File: src/codec_core_map.svh
`ifndef CODEC_CORE_MAP_SVH
`define CODEC_CORE_MAP_SVH

// ----------------------------------------------------------------
// Control register indices and byte addresses
// ----------------------------------------------------------------
`define CTRL_IDX_A        3'h0
`define CTRL_IDX_B        3'h1
`define CTRL_IDX_C        3'h2
`define CTRL_IDX_D        3'h3
`define CTRL_IDX_E        3'h4
`define CTRL_IDX_F        3'h5
`define CTRL_COUNT        6
`define ADDR_ADC_WORD     8'h18
`define ADDR_DAC_WORD     8'h1C
`define CTRL_RESET_VALUE  8'h00

// ----------------------------------------------------------------
// Field positions
// ----------------------------------------------------------------
`define A_DATA_MODE_BIT   0
`define A_MIXED_MODE_BIT  1
`define A_SOFT_RESET_BIT  7
`define B_RATE_LSB        0
`define B_SCLK_LSB        2
`define B_MDIV_LSB        4
`define C_REF_EN_BIT      6
`define D_GAIN_LSB        4
`define D_MUTE_BIT        7
`define E_BYPASS_BIT      5
`define WORD_FLAG_BIT     15
`define WORD_RW_BIT       14
`define WORD_DEV_LSB      11
`define WORD_REG_LSB      8

// ----------------------------------------------------------------
// Timing counts in device master clock ticks, last serial frame bit, DAC feedback full-scale levels
// ----------------------------------------------------------------
`define OVERSAMPLE_TICKS  3'h7
`define FRAME_LAST_BIT    4'hF
`define DAC_POS_FULL      19'sh07FFF
`define DAC_NEG_FULL      19'sh78000

`endif

File: src/codec_core_pkg.sv
package codec_core_pkg;

    // Serial link sequencer states
    typedef enum logic
    {
        LINK_IDLE,
        LINK_SHIFT
    } link_state_t;

    // AXI response codes
    typedef logic [1:0] axi_resp_t;

    typedef logic [7:0] ctrl_byte_t;

endpackage

File: src/codec_digital_core.sv
// Decided for this implementation: the placing of the registers and the AXI4-Lite register port.
`timescale 1ns/10ps
`include "codec_core_map.svh"
module codec_digital_core
    import codec_core_pkg::*;
(
    input  wire logic        clk_i,
    input  wire logic        rst_i,
    input  wire logic        ce_i,
    // AXI4-Lite slave
    input  wire logic [7:0]  s_axi_awaddr,
    input  wire logic        s_axi_awvalid,
    output logic             s_axi_awready,
    input  wire logic [31:0] s_axi_wdata,
    input  wire logic [3:0]  s_axi_wstrb,
    input  wire logic        s_axi_wvalid,
    output logic             s_axi_wready,
    output logic [1:0]       s_axi_bresp,
    output logic             s_axi_bvalid,
    input  wire logic        s_axi_bready,
    input  wire logic [7:0]  s_axi_araddr,
    input  wire logic        s_axi_arvalid,
    output logic             s_axi_arready,
    output logic [31:0]      s_axi_rdata,
    output logic [1:0]       s_axi_rresp,
    output logic             s_axi_rvalid,
    input  wire logic        s_axi_rready,
    // Analog side
    input  wire logic        adc_bit_i,
    output logic             dac_bit_o,
    output logic [2:0]       output_gain_select_o,
    output logic             mute_o,
    output logic             reference_out_enable_o,
    // Serial link
    input  wire logic        sdi_i,
    output logic             sclk_o,
    output logic             sdo_o,
    output logic             output_frame_sync_o
);

    // ----------------------------------------------------------------
    // Helper functions
    // ----------------------------------------------------------------
    // Codes 101..111 fall back to divide-by-one
    function automatic logic [2:0] mclk_ratio(input logic [2:0] code);
        mclk_ratio = (code > 3'h4) ? 3'h1 : code + 3'h1;
    endfunction

    // Serial bit length in device clock ticks: 8,4,2,1
    function automatic logic [3:0] sclk_ratio(input logic [1:0] code);
        sclk_ratio = 4'h8 >> code;
    endfunction

    // log2 of N: 8,7,6,5 for codes 00..11, so M = 8N
    function automatic logic [3:0] log2_n(input logic [1:0] code);
        log2_n = 4'h8 - {2'h0, code};
    endfunction

    // ----------------------------------------------------------------
    // Registers and synchronisers
    // ----------------------------------------------------------------
    ctrl_byte_t   ctrl_reg [0:`CTRL_COUNT-1];
    logic [1:0]   adc_sync_reg;
    logic [1:0]   sdi_sync_reg;
    logic         adc_bit_s;
    logic         sdi_s;

    // Pins from the analog and host sides pass two flip-flops
    always_ff @(posedge clk_i)
    begin
        if (rst_i)
        begin
            adc_sync_reg <= 2'h0;
            sdi_sync_reg <= 2'h0;
        end
        else if (ce_i)
        begin
            adc_sync_reg <= {adc_sync_reg[0], adc_bit_i};
            sdi_sync_reg <= {sdi_sync_reg[0], sdi_i};
        end
    end
    assign adc_bit_s = adc_sync_reg[1];
    assign sdi_s     = sdi_sync_reg[1];

    // ----------------------------------------------------------------
    // Clock dividers
    // ----------------------------------------------------------------
    logic [2:0]   mdiv_reg;
    logic [2:0]   os_reg;
    logic [10:0]  rate_reg;
    logic         dm_tick;
    logic         os_tick;
    logic         sample_tick;
    logic [10:0]  rate_last;

    assign dm_tick   = (mdiv_reg >= mclk_ratio(ctrl_reg[`CTRL_IDX_B][`B_MDIV_LSB +: 3]) - 3'h1);
    assign rate_last = (11'h8 << log2_n(ctrl_reg[`CTRL_IDX_B][`B_RATE_LSB +: 2])) - 11'h1;
    assign os_tick     = dm_tick && (os_reg == `OVERSAMPLE_TICKS);
    assign sample_tick = dm_tick && (rate_reg >= rate_last);

    // Master divider, oversample and sample-rate counters share one phase
    always_ff @(posedge clk_i)
    begin
        if (rst_i)
        begin
            mdiv_reg <= 3'h0;
            os_reg   <= 3'h0;
            rate_reg <= 11'h0;
        end
        else if (ce_i)
        begin
            mdiv_reg <= dm_tick ? 3'h0 : mdiv_reg + 3'h1;
            if (dm_tick)
            begin
                os_reg   <= os_reg + 3'h1;
                rate_reg <= sample_tick ? 11'h0 : rate_reg + 11'h1;
            end
        end
    end

    // ----------------------------------------------------------------
    // Decimator
    // ----------------------------------------------------------------
    logic signed [25:0] int1_reg, int2_reg, int3_reg;
    logic signed [25:0] dly1_reg, dly2_reg, dly3_reg;
    logic signed [25:0] comb1, comb2, comb3, scaled;
    logic signed [14:0] adc_res_reg;

    assign comb1  = int3_reg - dly1_reg;
    assign comb2  = comb1 - dly2_reg;
    assign comb3  = comb2 - dly3_reg;
    // Full scale N^3 needs 3log2N+1 bits; keep the top fifteen
    assign scaled = comb3 >>> (3 * log2_n(ctrl_reg[`CTRL_IDX_B][1:0]) - 14);

    // Integrators at the oversample rate, combs at the sample rate
    always_ff @(posedge clk_i)
    begin
        if (rst_i)
        begin
            {int1_reg, int2_reg, int3_reg} <= '0;
            {dly1_reg, dly2_reg, dly3_reg} <= '0;
            adc_res_reg <= 15'h0000;
        end
        else if (ce_i)
        begin
            if (os_tick)
            begin
                int1_reg <= int1_reg + (adc_bit_s ? 26'sh1 : -26'sh1);
                int2_reg <= int2_reg + int1_reg;
                int3_reg <= int3_reg + int2_reg;
            end
            if (sample_tick)
            begin
                dly1_reg <= int3_reg;
                dly2_reg <= comb1;
                dly3_reg <= comb2;
                // Positive full scale wraps one past the top code; clamp
                if (scaled > 26'sh3FFF)
                    adc_res_reg <= 15'h3FFF;
                else
                    adc_res_reg <= scaled[14:0];
            end
        end
    end

    // ----------------------------------------------------------------
    // Interpolator and sigma-delta modulator
    // ----------------------------------------------------------------
    logic signed [15:0] dac_word_reg;
    logic signed [35:0] xd1_reg, xd2_reg, xd3_reg, stuff_reg;
    logic signed [35:0] ia_reg, ib_reg, ic_reg;
    logic signed [35:0] xin, e1, e2, e3, interp_full;
    logic signed [15:0] interp_out, mod_in;
    logic signed [18:0] sd_acc_reg, sd_next;

    assign xin = 36'(dac_word_reg);
    assign e1  = xin - xd1_reg;
    assign e2  = e1 - xd2_reg;
    assign e3  = e2 - xd3_reg;
    // Interpolator gain is N^2
    assign interp_full = ic_reg >>> (2 * log2_n(ctrl_reg[`CTRL_IDX_B][1:0]));
    assign interp_out  = (interp_full > 36'sh7FFF)  ? 16'sh7FFF :
                         (interp_full < -36'sh8000) ? 16'sh8000 : interp_full[15:0];
    assign mod_in  = ctrl_reg[`CTRL_IDX_E][`E_BYPASS_BIT] ? dac_word_reg : interp_out;
    assign sd_next = sd_acc_reg + 19'(mod_in) - (dac_bit_o ? `DAC_POS_FULL : `DAC_NEG_FULL);

    // Combs at the sample rate, zero-stuffed integrators at the oversample rate
    always_ff @(posedge clk_i)
    begin
        if (rst_i)
        begin
            {xd1_reg, xd2_reg, xd3_reg, stuff_reg} <= '0;
            {ia_reg, ib_reg, ic_reg}                <= '0;
            sd_acc_reg <= 19'h00000;
            dac_bit_o  <= 1'b0;
        end
        else if (ce_i)
        begin
            if (sample_tick)
            begin
                xd1_reg   <= xin;
                xd2_reg   <= e1;
                xd3_reg   <= e2;
                stuff_reg <= e3;
            end
            if (os_tick)
            begin
                ia_reg     <= ia_reg + stuff_reg;
                ib_reg     <= ib_reg + ia_reg;
                ic_reg     <= ic_reg + ib_reg;
                // Sample events fall on oversample ticks; keep the new impulse
                stuff_reg  <= sample_tick ? e3 : '0;
                sd_acc_reg <= sd_next;
                dac_bit_o  <= !sd_next[18];
            end
        end
    end

    // ----------------------------------------------------------------
    // Serial link
    // ----------------------------------------------------------------
    link_state_t  link_state;
    logic [15:0]  shift_reg;
    logic [3:0]   bit_reg;
    logic [3:0]   phase_reg;
    logic [3:0]   bit_len;
    logic         bit_end;
    logic [15:0]  rx_word;
    logic [15:0]  adc_frame;
    logic [15:0]  pend_word_reg;
    logic         pend_reg;
    logic         mode_data;
    logic         mode_mixed;
    logic         rx_done;
    logic         rx_ctrl;
    logic         ser_wr;
    logic [2:0]   ser_idx;

    assign mode_data  = ctrl_reg[`CTRL_IDX_A][`A_DATA_MODE_BIT];
    assign mode_mixed = mode_data && ctrl_reg[`CTRL_IDX_A][`A_MIXED_MODE_BIT];
    assign bit_len    = sclk_ratio(ctrl_reg[`CTRL_IDX_B][`B_SCLK_LSB +: 2]);
    assign bit_end    = dm_tick && (phase_reg == bit_len - 4'h1);
    assign rx_word    = {shift_reg[14:0], sdi_s};
    assign rx_done    = (link_state == LINK_SHIFT) && bit_end && (bit_reg == `FRAME_LAST_BIT);
    // Mixed frames carry a clear flag bit on data words
    assign adc_frame  = mode_mixed ? {1'b0, adc_res_reg} : {adc_res_reg[14], adc_res_reg};
    // Program mode takes only flagged words; data mode takes none
    assign rx_ctrl    = (!mode_data || mode_mixed) && rx_word[`WORD_FLAG_BIT];
    assign ser_wr     = rx_done && rx_ctrl && !rx_word[`WORD_RW_BIT]
                        && (rx_word[`WORD_DEV_LSB +: 3] == 3'h0)
                        && (ser_idx < 3'(`CTRL_COUNT));
    assign ser_idx    = rx_word[`WORD_REG_LSB +: 3];
    assign sdo_o      = shift_reg[15];

    // Frames start only from the codec's own sample or reply events
    always_ff @(posedge clk_i)
    begin
        if (rst_i)
        begin
            link_state          <= LINK_IDLE;
            shift_reg           <= 16'h0000;
            bit_reg             <= 4'h0;
            phase_reg           <= 4'h0;
            sclk_o              <= 1'b0;
            output_frame_sync_o <= 1'b0;
        end
        else if (ce_i)
        begin
            if (sample_tick)
            begin
                // New sample overwrites whatever was in flight
                link_state          <= LINK_SHIFT;
                shift_reg           <= adc_frame;
                bit_reg             <= 4'h0;
                phase_reg           <= 4'h0;
                sclk_o              <= 1'b1;
                output_frame_sync_o <= 1'b1;
            end
            else if (link_state == LINK_IDLE)
            begin
                sclk_o <= 1'b0;
                if (pend_reg)
                begin
                    // Forwarded or read-back word for the cascade
                    link_state          <= LINK_SHIFT;
                    shift_reg           <= pend_word_reg;
                    bit_reg             <= 4'h0;
                    phase_reg           <= 4'h0;
                    sclk_o              <= 1'b1;
                    output_frame_sync_o <= 1'b1;
                end
            end
            else if (dm_tick)
            begin
                phase_reg <= bit_end ? 4'h0 : phase_reg + 4'h1;
                // High for the first half of each bit; at DEVICE_MASTER_CLOCK/1 it stays high
                sclk_o    <= bit_end || (phase_reg + 4'h1 < (bit_len >> 1));
                if (bit_end)
                begin
                    output_frame_sync_o <= 1'b0;
                    shift_reg <= rx_word;
                    bit_reg   <= bit_reg + 4'h1;
                    if (rx_done)
                    begin
                        link_state <= LINK_IDLE;
                        sclk_o     <= 1'b0;
                    end
                end
            end
        end
    end

    // Received word: DAC update, cascade forward or register read-back
    always_ff @(posedge clk_i)
    begin
        if (rst_i)
        begin
            dac_word_reg  <= 16'h0000;
            pend_word_reg <= 16'h0000;
            pend_reg      <= 1'b0;
        end
        else if (ce_i)
        begin
            if (pend_reg && link_state == LINK_IDLE && !sample_tick)
                pend_reg <= 1'b0;
            if (rx_done && !rx_ctrl && mode_data)
                dac_word_reg <= mode_mixed ? {rx_word[14:0], 1'b0} : rx_word;
            else if (rx_done && rx_ctrl && rx_word[`WORD_DEV_LSB +: 3] != 3'h0)
            begin
                // Two devices at most fit one fastest-rate frame at the slowest bit clock
                pend_word_reg <= {rx_word[15:14], rx_word[13:11] - 3'h1, rx_word[10:0]};
                pend_reg      <= 1'b1;
            end
            else if (rx_done && rx_ctrl && rx_word[`WORD_RW_BIT])
            begin
                pend_word_reg <= {rx_word[15:8],
                                  (ser_idx < 3'(`CTRL_COUNT)) ? ctrl_reg[ser_idx] : 8'h00};
                pend_reg      <= 1'b1;
            end
        end
    end

    // ----------------------------------------------------------------
    // AXI4-Lite slave and control registers
    // ----------------------------------------------------------------
    logic         aw_full_reg;
    logic         w_full_reg;
    logic [7:0]   aw_addr_reg;
    logic [31:0]  w_data_reg;
    logic [3:0]   w_strb_reg;
    logic         axi_wr;
    logic         axi_hit;
    logic [2:0]   axi_idx;
    logic [7:0]   wr_byte;
    logic [2:0]   wr_idx;
    logic         wr_any;

    assign s_axi_awready = !aw_full_reg && !s_axi_bvalid;
    assign s_axi_wready  = !w_full_reg && !s_axi_bvalid;
    assign s_axi_arready = !s_axi_rvalid;
    assign axi_wr  = aw_full_reg && w_full_reg && !s_axi_bvalid;
    assign axi_idx = aw_addr_reg[4:2];
    assign axi_hit = (aw_addr_reg[7:5] == 3'h0) && (aw_addr_reg[1:0] == 2'h0)
                     && (axi_idx < 3'(`CTRL_COUNT));
    // Bus writes win over link writes in the same cycle
    assign wr_any  = (axi_wr && axi_hit && w_strb_reg[0]) || ser_wr;
    assign wr_idx  = (axi_wr && axi_hit && w_strb_reg[0]) ? axi_idx : ser_idx;
    assign wr_byte = (axi_wr && axi_hit && w_strb_reg[0]) ? w_data_reg[7:0] : rx_word[7:0];

    // Address and data accepted in either order, answered together
    always_ff @(posedge clk_i)
    begin
        if (rst_i)
        begin
            aw_full_reg  <= 1'b0;
            w_full_reg   <= 1'b0;
            aw_addr_reg  <= 8'h00;
            w_data_reg   <= 32'h0000_0000;
            w_strb_reg   <= 4'h0;
            s_axi_bvalid <= 1'b0;
            s_axi_bresp  <= 2'h0;
        end
        else if (ce_i)
        begin
            if (s_axi_awvalid && s_axi_awready)
            begin
                aw_full_reg <= 1'b1;
                aw_addr_reg <= s_axi_awaddr;
            end
            if (s_axi_wvalid && s_axi_wready)
            begin
                w_full_reg <= 1'b1;
                w_data_reg <= s_axi_wdata;
                w_strb_reg <= s_axi_wstrb;
            end
            if (axi_wr)
            begin
                aw_full_reg  <= 1'b0;
                w_full_reg   <= 1'b0;
                s_axi_bvalid <= 1'b1;
                s_axi_bresp  <= axi_hit ? 2'h0 : 2'h2;
            end
            else if (s_axi_bvalid && s_axi_bready)
                s_axi_bvalid <= 1'b0;
        end
    end

    // A write setting the reset bit clears the whole bank instead
    always_ff @(posedge clk_i)
    begin
        if (rst_i)
        begin
            for (int i = 0; i < `CTRL_COUNT; i++)
                ctrl_reg[i] <= `CTRL_RESET_VALUE;
        end
        else if (ce_i && wr_any)
        begin
            if (wr_idx == `CTRL_IDX_A && wr_byte[`A_SOFT_RESET_BIT])
            begin
                for (int i = 0; i < `CTRL_COUNT; i++)
                    ctrl_reg[i] <= `CTRL_RESET_VALUE;
            end
            else
                ctrl_reg[wr_idx] <= wr_byte;
        end
    end

    // Read data: control bytes, last ADC result, current DAC word
    always_ff @(posedge clk_i)
    begin
        if (rst_i)
        begin
            s_axi_rvalid <= 1'b0;
            s_axi_rdata  <= 32'h0000_0000;
            s_axi_rresp  <= 2'h0;
        end
        else if (ce_i)
        begin
            if (s_axi_arvalid && s_axi_arready)
            begin
                s_axi_rvalid <= 1'b1;
                s_axi_rresp  <= 2'h0;
                s_axi_rdata  <= 32'h0000_0000;
                if (s_axi_araddr == `ADDR_ADC_WORD)
                    s_axi_rdata <= {17'h00000, adc_res_reg};
                else if (s_axi_araddr == `ADDR_DAC_WORD)
                    s_axi_rdata <= {16'h0000, dac_word_reg};
                else if (s_axi_araddr[7:5] == 3'h0 && s_axi_araddr[1:0] == 2'h0
                         && s_axi_araddr[4:2] < 3'(`CTRL_COUNT))
                    s_axi_rdata <= {24'h000000, ctrl_reg[s_axi_araddr[4:2]]};
                else
                    s_axi_rresp <= 2'h2;
            end
            else if (s_axi_rvalid && s_axi_rready)
                s_axi_rvalid <= 1'b0;
        end
    end

    // Static analog controls straight from the register bank
    assign output_gain_select_o   = ctrl_reg[`CTRL_IDX_D][`D_GAIN_LSB +: 3];
    assign mute_o                 = ctrl_reg[`CTRL_IDX_D][`D_MUTE_BIT];
    assign reference_out_enable_o = ctrl_reg[`CTRL_IDX_C][`C_REF_EN_BIT];

endmodule

File: config.mk
export PLATFORM = sky130hd
export DESIGN_NAME = codec_digital_core
export DESIGN_NICKNAME = d
export VERILOG_FILES = /design/src/codec_core_pkg.sv /design/src/codec_digital_core.sv
export VERILOG_INCLUDE_DIRS = /design/src /design/src/src
export SDC_FILE = /design/constraint.sdc
export NUM_CORES = 2
export LEC_CHECK = 0
export ABC_AREA = 0
export BUFFER_PORTS_ARGS = -buffer_cell sky130_fd_sc_hd__buf_4
export CORE_UTILIZATION = 58
export CTS_CLUSTER_SIZE = 14
export DETAILED_ROUTE_END_ITERATION = 10
export PLACE_DENSITY = 0.87
export SYNTH_ARGS = -nofsm -noshare
export SYNTH_HDL_FRONTEND = slang
export SYNTH_SLANG_ARGS = --single-unit
File: constraint.sdc
create_clock -name clk_i -period 8.1 [get_ports clk_i]
set_clock_uncertainty 0.05 [all_clocks]
set_input_delay 0.405 -clock clk_i [delete_from_list [all_inputs] [get_ports clk_i]]
set_output_delay 0.405 -clock clk_i [all_outputs]
set_load 0.01 [all_outputs]
# After elaboration in Yosys (flattened, before gate mapping)

Memory sizes are Yosys's and may differ from the RTL's. A register that Yosys moved wholly into a read port is not among the register bits.
Index checks and enable logic that the tools add are counted.
W data, S select, Z words.

Output and inout bits: 50
RAM bits: 48
Memories: 1
Bits in registers: 542

Memories:

| memory   | depth | bits a word | rd ports | clocked after memory_dff | write ports | RTL line                 | source |
|---|---|---|---|---|---|---|---|
| ctrl_reg | 6     | 8           | 7        | 1                        | 6           | codec_digital_core.sv:62 | `` ctrl_byte_t ctrl_reg [0:`CTRL_COUNT-1]; `` |

Eq/ne operators: 7
Muxes and demuxes: 89
$mul: 1
Reductions and logical operators: 78
Bitwise gates (word level): 8
$add $sub $neg: 26
Shift-type cells: 4
$lt $le $gt $ge: 10

Operators with widths:

| cell                   | count |
|---|---|
| $mux W16               | 14 |
| $add A36 B36 Y36       | 3 |
| $mux W36               | 3 |
| $mux W8                | 10 |
| $add A26 B26 Y26       | 3 |
| $sub A26 B26 Y26       | 3 |
| $mux W1                | 39 |
| $gt A36 B16 Y1 const B | 1 |
| $lt A36 B16 Y1 const B | 1 |
| $mux W4                | 9 |
| $sshr A36 B5 Y36       | 1 |
| $sub A36 B36 Y36       | 1 |
| $logic_and A1 B1 Y1    | 34 |
| $sshr A26 B32 Y26      | 1 |
| $reduce_and A2 Y1      | 14 |
| $gt A26 B15 Y1 const B | 1 |
| $mux W26               | 1 |
| $add A19 B16 Y19       | 1 |
| $mux W19               | 1 |
| $sub A19 B19 Y19       | 1 |
| $mux W3                | 6 |
| $sub A17 B17 Y18       | 1 |
| $sub A16 B16 Y17       | 1 |
| $eq A8 B5 Y1 const B   | 2 |
| 35 further kinds       | 71 |

# Longest topological paths before layout

An unclocked memory read counts as a cell.

Word-level depth: 19
Depth in mapped cells: 39
Gate-level depth less buffers: 38

# Worst setup path before layout

No wires, ideal clock.

Kind: reg-to-reg
From: memory ctrl_reg[1][0] (netlist bit)
To: register dac_bit_o
Setup time: 0.070 ns
Arrival time: 7.526 ns
Stages on the path, launching flop included: 35
Path buffers: 8
Period minus slack after synthesis: 7.646 ns
Setup slack: 0.454 ns
Cell sequence: edfxtp_1 > clkbuf_1 > inv_1 > clkbuf_1 > clkbuf_1 > clkbuf_1 > ha_1 > buf_1 > clkbuf_1 > nor2_1 > mux2i_1 > nor4_1 > o2111ai_1 > and2_1 > clkbuf_1 > clkbuf_1 > nor2_1 > nor2_1 > a21oi_1 > fa_1 > ha_1 > nor2b_1 > o21ai_0 > a21boi_0 > o21ai_0 > a21boi_0 > o21a_1 > o21ai_0 > a21oi_1 > o41a_1 > a41o_1 > o41ai_1 > xnor2_1 > nand2_1 > a21oi_1

RTL lines:

| element              | RTL line                  | source |
|---|---|---|
| start, declared      | codec_digital_core.sv:62  |  |
| end signal, assigned | codec_digital_core.sv:214 | `dac_bit_o <= !sd_next[18];` |
| end, declared        | codec_digital_core.sv:30  | `output logic dac_bit_o,` |

# Worst setup path in the final report

From: register int3_reg[0]
To: register adc_res_reg[1]

Longest elaborated chain between the ends: 6

RTL lines:

| element                | RTL line                  | source |
|---|---|---|
| start, declared        | codec_digital_core.sv:124 | `logic signed [25:0] int1_reg, int2_reg, int3_reg;` |
| start signal, assigned | codec_digital_core.sv:150 | `int3_reg <= int3_reg + int2_reg;` |
| $sub A26 B26 Y26 (*)   | codec_digital_core.sv:129 | `assign comb1 = int3_reg - dly1_reg;` |
| net comb1[2]           | codec_digital_core.sv:126 | `logic signed [25:0] comb1, comb2, comb3, scaled;` |
| $sub A26 B26 Y26 (*)   | codec_digital_core.sv:130 | `assign comb2 = comb1 - dly2_reg;` |
| net comb2[12]          | codec_digital_core.sv:126 |  |
| $sub A26 B26 Y26 (*)   | codec_digital_core.sv:131 | `assign comb3 = comb2 - dly3_reg;` |
| $sshr A26 B32 Y26 (*)  | codec_digital_core.sv:133 | `` assign scaled = comb3 >>> (3 * log2_n(ctrl_reg[`CTRL_IDX_B][1:0]) - 14); `` |
| $gt A26 B15 Y1         | codec_digital_core.sv:158 | `if (scaled > 26'sh3FFF)` |
| $mux W15 (*)           | codec_digital_core.sv:158 |  |
| end signal, assigned   | codec_digital_core.sv:161 | `adc_res_reg <= scaled[14:0];` |
| end, declared          | codec_digital_core.sv:127 | `logic signed [14:0] adc_res_reg;` |

The timed path passes the listed nets; every way through them passes the cells marked *.
A chain may end at the register's enable or synchronous reset.

==> results.sh <==
export IMPL_outcome="completed"
export IMPL_wl_per_cell_um=16.2
export IMPL_dieWidth_um=263
export IMPL_synth_distinct_cells=96
export IMPL_path_common_cell="a21oi_1"
export IMPL_grt_pass1_vias=32800
export IMPL_synth_xor_area_share_pct=5.66
export IMPL_crit_arrival_ns=7.89
export IMPL_clock_path_buffers=3
export IMPL_drc_errors=0
export IMPL_p_leak_nw=17.5
export IMPL_worst_skew_pair_late_latency_ns=0.65
export IMPL_synth_top_family_by_area="compound AO/OA/AOI/OAI gates"
export IMPL_yosys_area_top_type_share_pct=25.9
export IMPL_finalCritPeriodShare_pct=91.9
export IMPL_yosysWarnings=0
export IMPL_start_util_pct=58.7
export IMPL_hold_path_depth=3
export IMPL_min_delay_start="s_axi_arvalid"
export IMPL_muxShareOfSynthArea_pct=5.97
export IMPL_synth_edf_count=64
export IMPL_ys_ff_latch=573
export IMPL_cts_made_buffers=61
export IMPL_synth_area_per_cell_um2=8.00
export IMPL_firstDrtPassIters=9
export IMPL_maxCapViolations=0
export IMPL_netlist_area_um2=39400
export IMPL_drive_above_1_share_pct=6.71
export IMPL_globalRouteTotalUtil_pct=26.5
export IMPL_grt_max_degree=148
export IMPL_r2r_end="adc_res_reg[1]"
export IMPL_vdd_drop_max_v=0.000160
export IMPL_yosys_most_used_dff="dfxtp_1"
export IMPL_slowest_stage="fa_1"
export IMPL_ios=112
export IMPL_reg2reg_from="int3_reg[0]"
export IMPL_fin_nets=5341
export IMPL_yosysTopAreaCell="dfxtp_1"
export IMPL_hold_end="s_axi_rresp[1]"
export IMPL_cts_clk_slew_worst_paths_ns=0.06
export IMPL_critPathCaptureType="flip-flop"
export IMPL_cp_required_ns=8.54
export IMPL_routabilityCongestion=0.907
export IMPL_synth_compound_area_share_pct=20.6
export IMPL_port_buffers=66
export IMPL_seq_area_um2=12100
export IMPL_reg2regPathDepth=32
export IMPL_first_iter_violations=3153
export IMPL_dieArea_um2=69000
export IMPL_rrSetupSlack_ns=0.65
export IMPL_drt_vias_per_instance=6.00
export IMPL_final_hold_viol_count=0
export IMPL_finalWirelength_mm=94.0
export IMPL_syn2layout_area_growth_pct=8.71
export IMPL_hold_path_class="input pin to flip-flop"
export IMPL_multiInputGateArea_um2=25400
export IMPL_maxSlewViolCount=0
export IMPL_grt_first_pass_wirelength_mm=157
export IMPL_overflow=0
export IMPL_die_h_um=263
export IMPL_core_um2=67200
export IMPL_clock_sinks=573
export IMPL_setup_violations=0
export IMPL_synthAdderAreaFrac_pct=12.7
export IMPL_grt_setup_unrepaired="no"
export IMPL_max_freq_mhz=134
export IMPL_powerDensity_nw_per_um2=148
export IMPL_tightest_slew_ns=1.24
export IMPL_nFillCells=5309
export IMPL_cp_max_fo=14
export IMPL_largest_reg_flops=64
export IMPL_final_setup_tns_ns=0
export IMPL_yosys_top_cells_area="dfxtp_1 26%, ha_1 11%, a21oi_1 7.9%"
export IMPL_critPathKind="flip-flop to flip-flop"
export IMPL_synthArstFlopShare_pct=0
export IMPL_power_mw=6.32
export IMPL_hpwl_mm=64.3
export IMPL_synth_cells=4925
export IMPL_num_rows=95
export IMPL_synthSimpleGateAreaFrac_pct=19.1
export IMPL_cts_htree_levels=2
export IMPL_slowest_delay_ns=0.41
export IMPL_synth_seq_area_share_pct=30.7
export IMPL_period_minus_slack_ns=7.45
export IMPL_num_vias=34900
export IMPL_relSlewSlack_pct=17.6
export IMPL_cts_tree="done"
export IMPL_ant_nets=0
export IMPL_antenna_found_initial=0
export IMPL_root_buffer="clkbuf_16"
export IMPL_cp_start_kind="flip-flop"
-- area by class of cell --
class	count	area share, %
multi-input combinational	3868	59.4
sequential	573	28.3
clock buffer	83	4.14
tap	873	2.55
inverter	273	2.39
timing repair buffer	119	2.25
clock inverter	31	1.04
antenna	1	0.00584
-- kinds of logic after synthesis --
logic type	count (synthesis)
fa+ha+maj	383
mux	170
other cells	1
simple gates	1707
buf+inv	518
compound gates	1321
flops	573
xor+xnor	252
-- Yosys cell counts, types with 17 or more instances --
cell      count
a211oi_1     92
a21boi_0     31
a21o_1       90
a21oi_1     619
a22oi_1      17
a311oi_1     19
a31oi_1      32
and2_1       18
and3_1       32
buf_1        25
buf_4        22
clkbuf_1    193
dfxtp_1     509
edfxtp_1     64
fa_1         30
ha_1        353
inv_1       271
mux2_2       27
mux2i_1      94
mux4_2       48
nand2_1     734
nand2b_1     51
nand3_1     102
nand3b_1     20
nand4_1      25
nor2_1      487
nor2b_1      51
nor3_1       76
o21a_1       51
o21ai_0     176
o21bai_1     26
or3_1        41
xnor2_1     170
xor2_1       80
-- worst max path at each step --
stage                        start             end  slack (ns)  cells after the start
floorplan           ctrl_reg[1][0]       dac_bit_o        0.45                     34
global placement       int3_reg[0]  adc_res_reg[1]        0.81                     36
detailed placement     int3_reg[0]  adc_res_reg[1]        0.61                     34
CTS                    int3_reg[0]  adc_res_reg[1]        0.56                     34
global route           int3_reg[0]  adc_res_reg[2]       0.009                     34
finish                 int3_reg[0]  adc_res_reg[1]        0.65                     32
-- cells in the final DEF, fill, tap and decap left out, types with 91 or more instances in the layout --
cell and instances:
nand2_1 732, a21oi_1 619, dfxtp_1 509, nor2_1 486, ha_1 352, inv_1 271
o21ai_0 175, xnor2_1 170, nand3_1 102, buf_4 96, mux2i_1 94, a211oi_1 91
-- per-layer routing --
layer  vias to the layer above  global-route usage, %  routed length, um
li1                      17200                      -                  -
met1                     16400                   33.4              40300
met2                      1038                   46.0              45100
met3                       232                   4.08               5560
met4                         0                   9.17               3070
met5                         -                      0                  0
-- power by group --
part           total, mW  switching [mW]  internal, mW  leakage, nW
Sequential          2.91          0.0201          2.89         4.76
Combinational      0.338           0.211         0.128         11.7
Clock               3.08            1.22          1.85         1.09
-- worst max-delay path: cells and delay by family, from the launching register on --
kind	cells	cell delay [ns]
fa+ha+maj	4	1.31
compound gates	18	3.85
flops	1	0.38
simple gates	4	0.57
xor+xnor	4	0.80
buf+inv	2	0.34
-- repair_timing --
action	in CTS	in global routing
endpoints found under the setup margin	0	14
endpoints found under the hold margin	21	0
buffers inserted	0	0
hold buffers	21	0
gates resized for setup	0	4
-- through the flow --
stage	hold WS [ns]	setup WS [ns]	cell area (um2)	cells	util (%)
global route	0.0292	0.00919	42800	5820	63.8
finish	0.0237	0.653	42800	5821	63.8
CTS	0.00331	0.562	42800	5820	63.8
floorplan	0.381	0.454	39500	4959	-
global placement	0.389	0.806	40400	5685	60.2
detailed placement	0.396	0.611	40400	5685	60.2
Power figures use the tool's default switching activity.
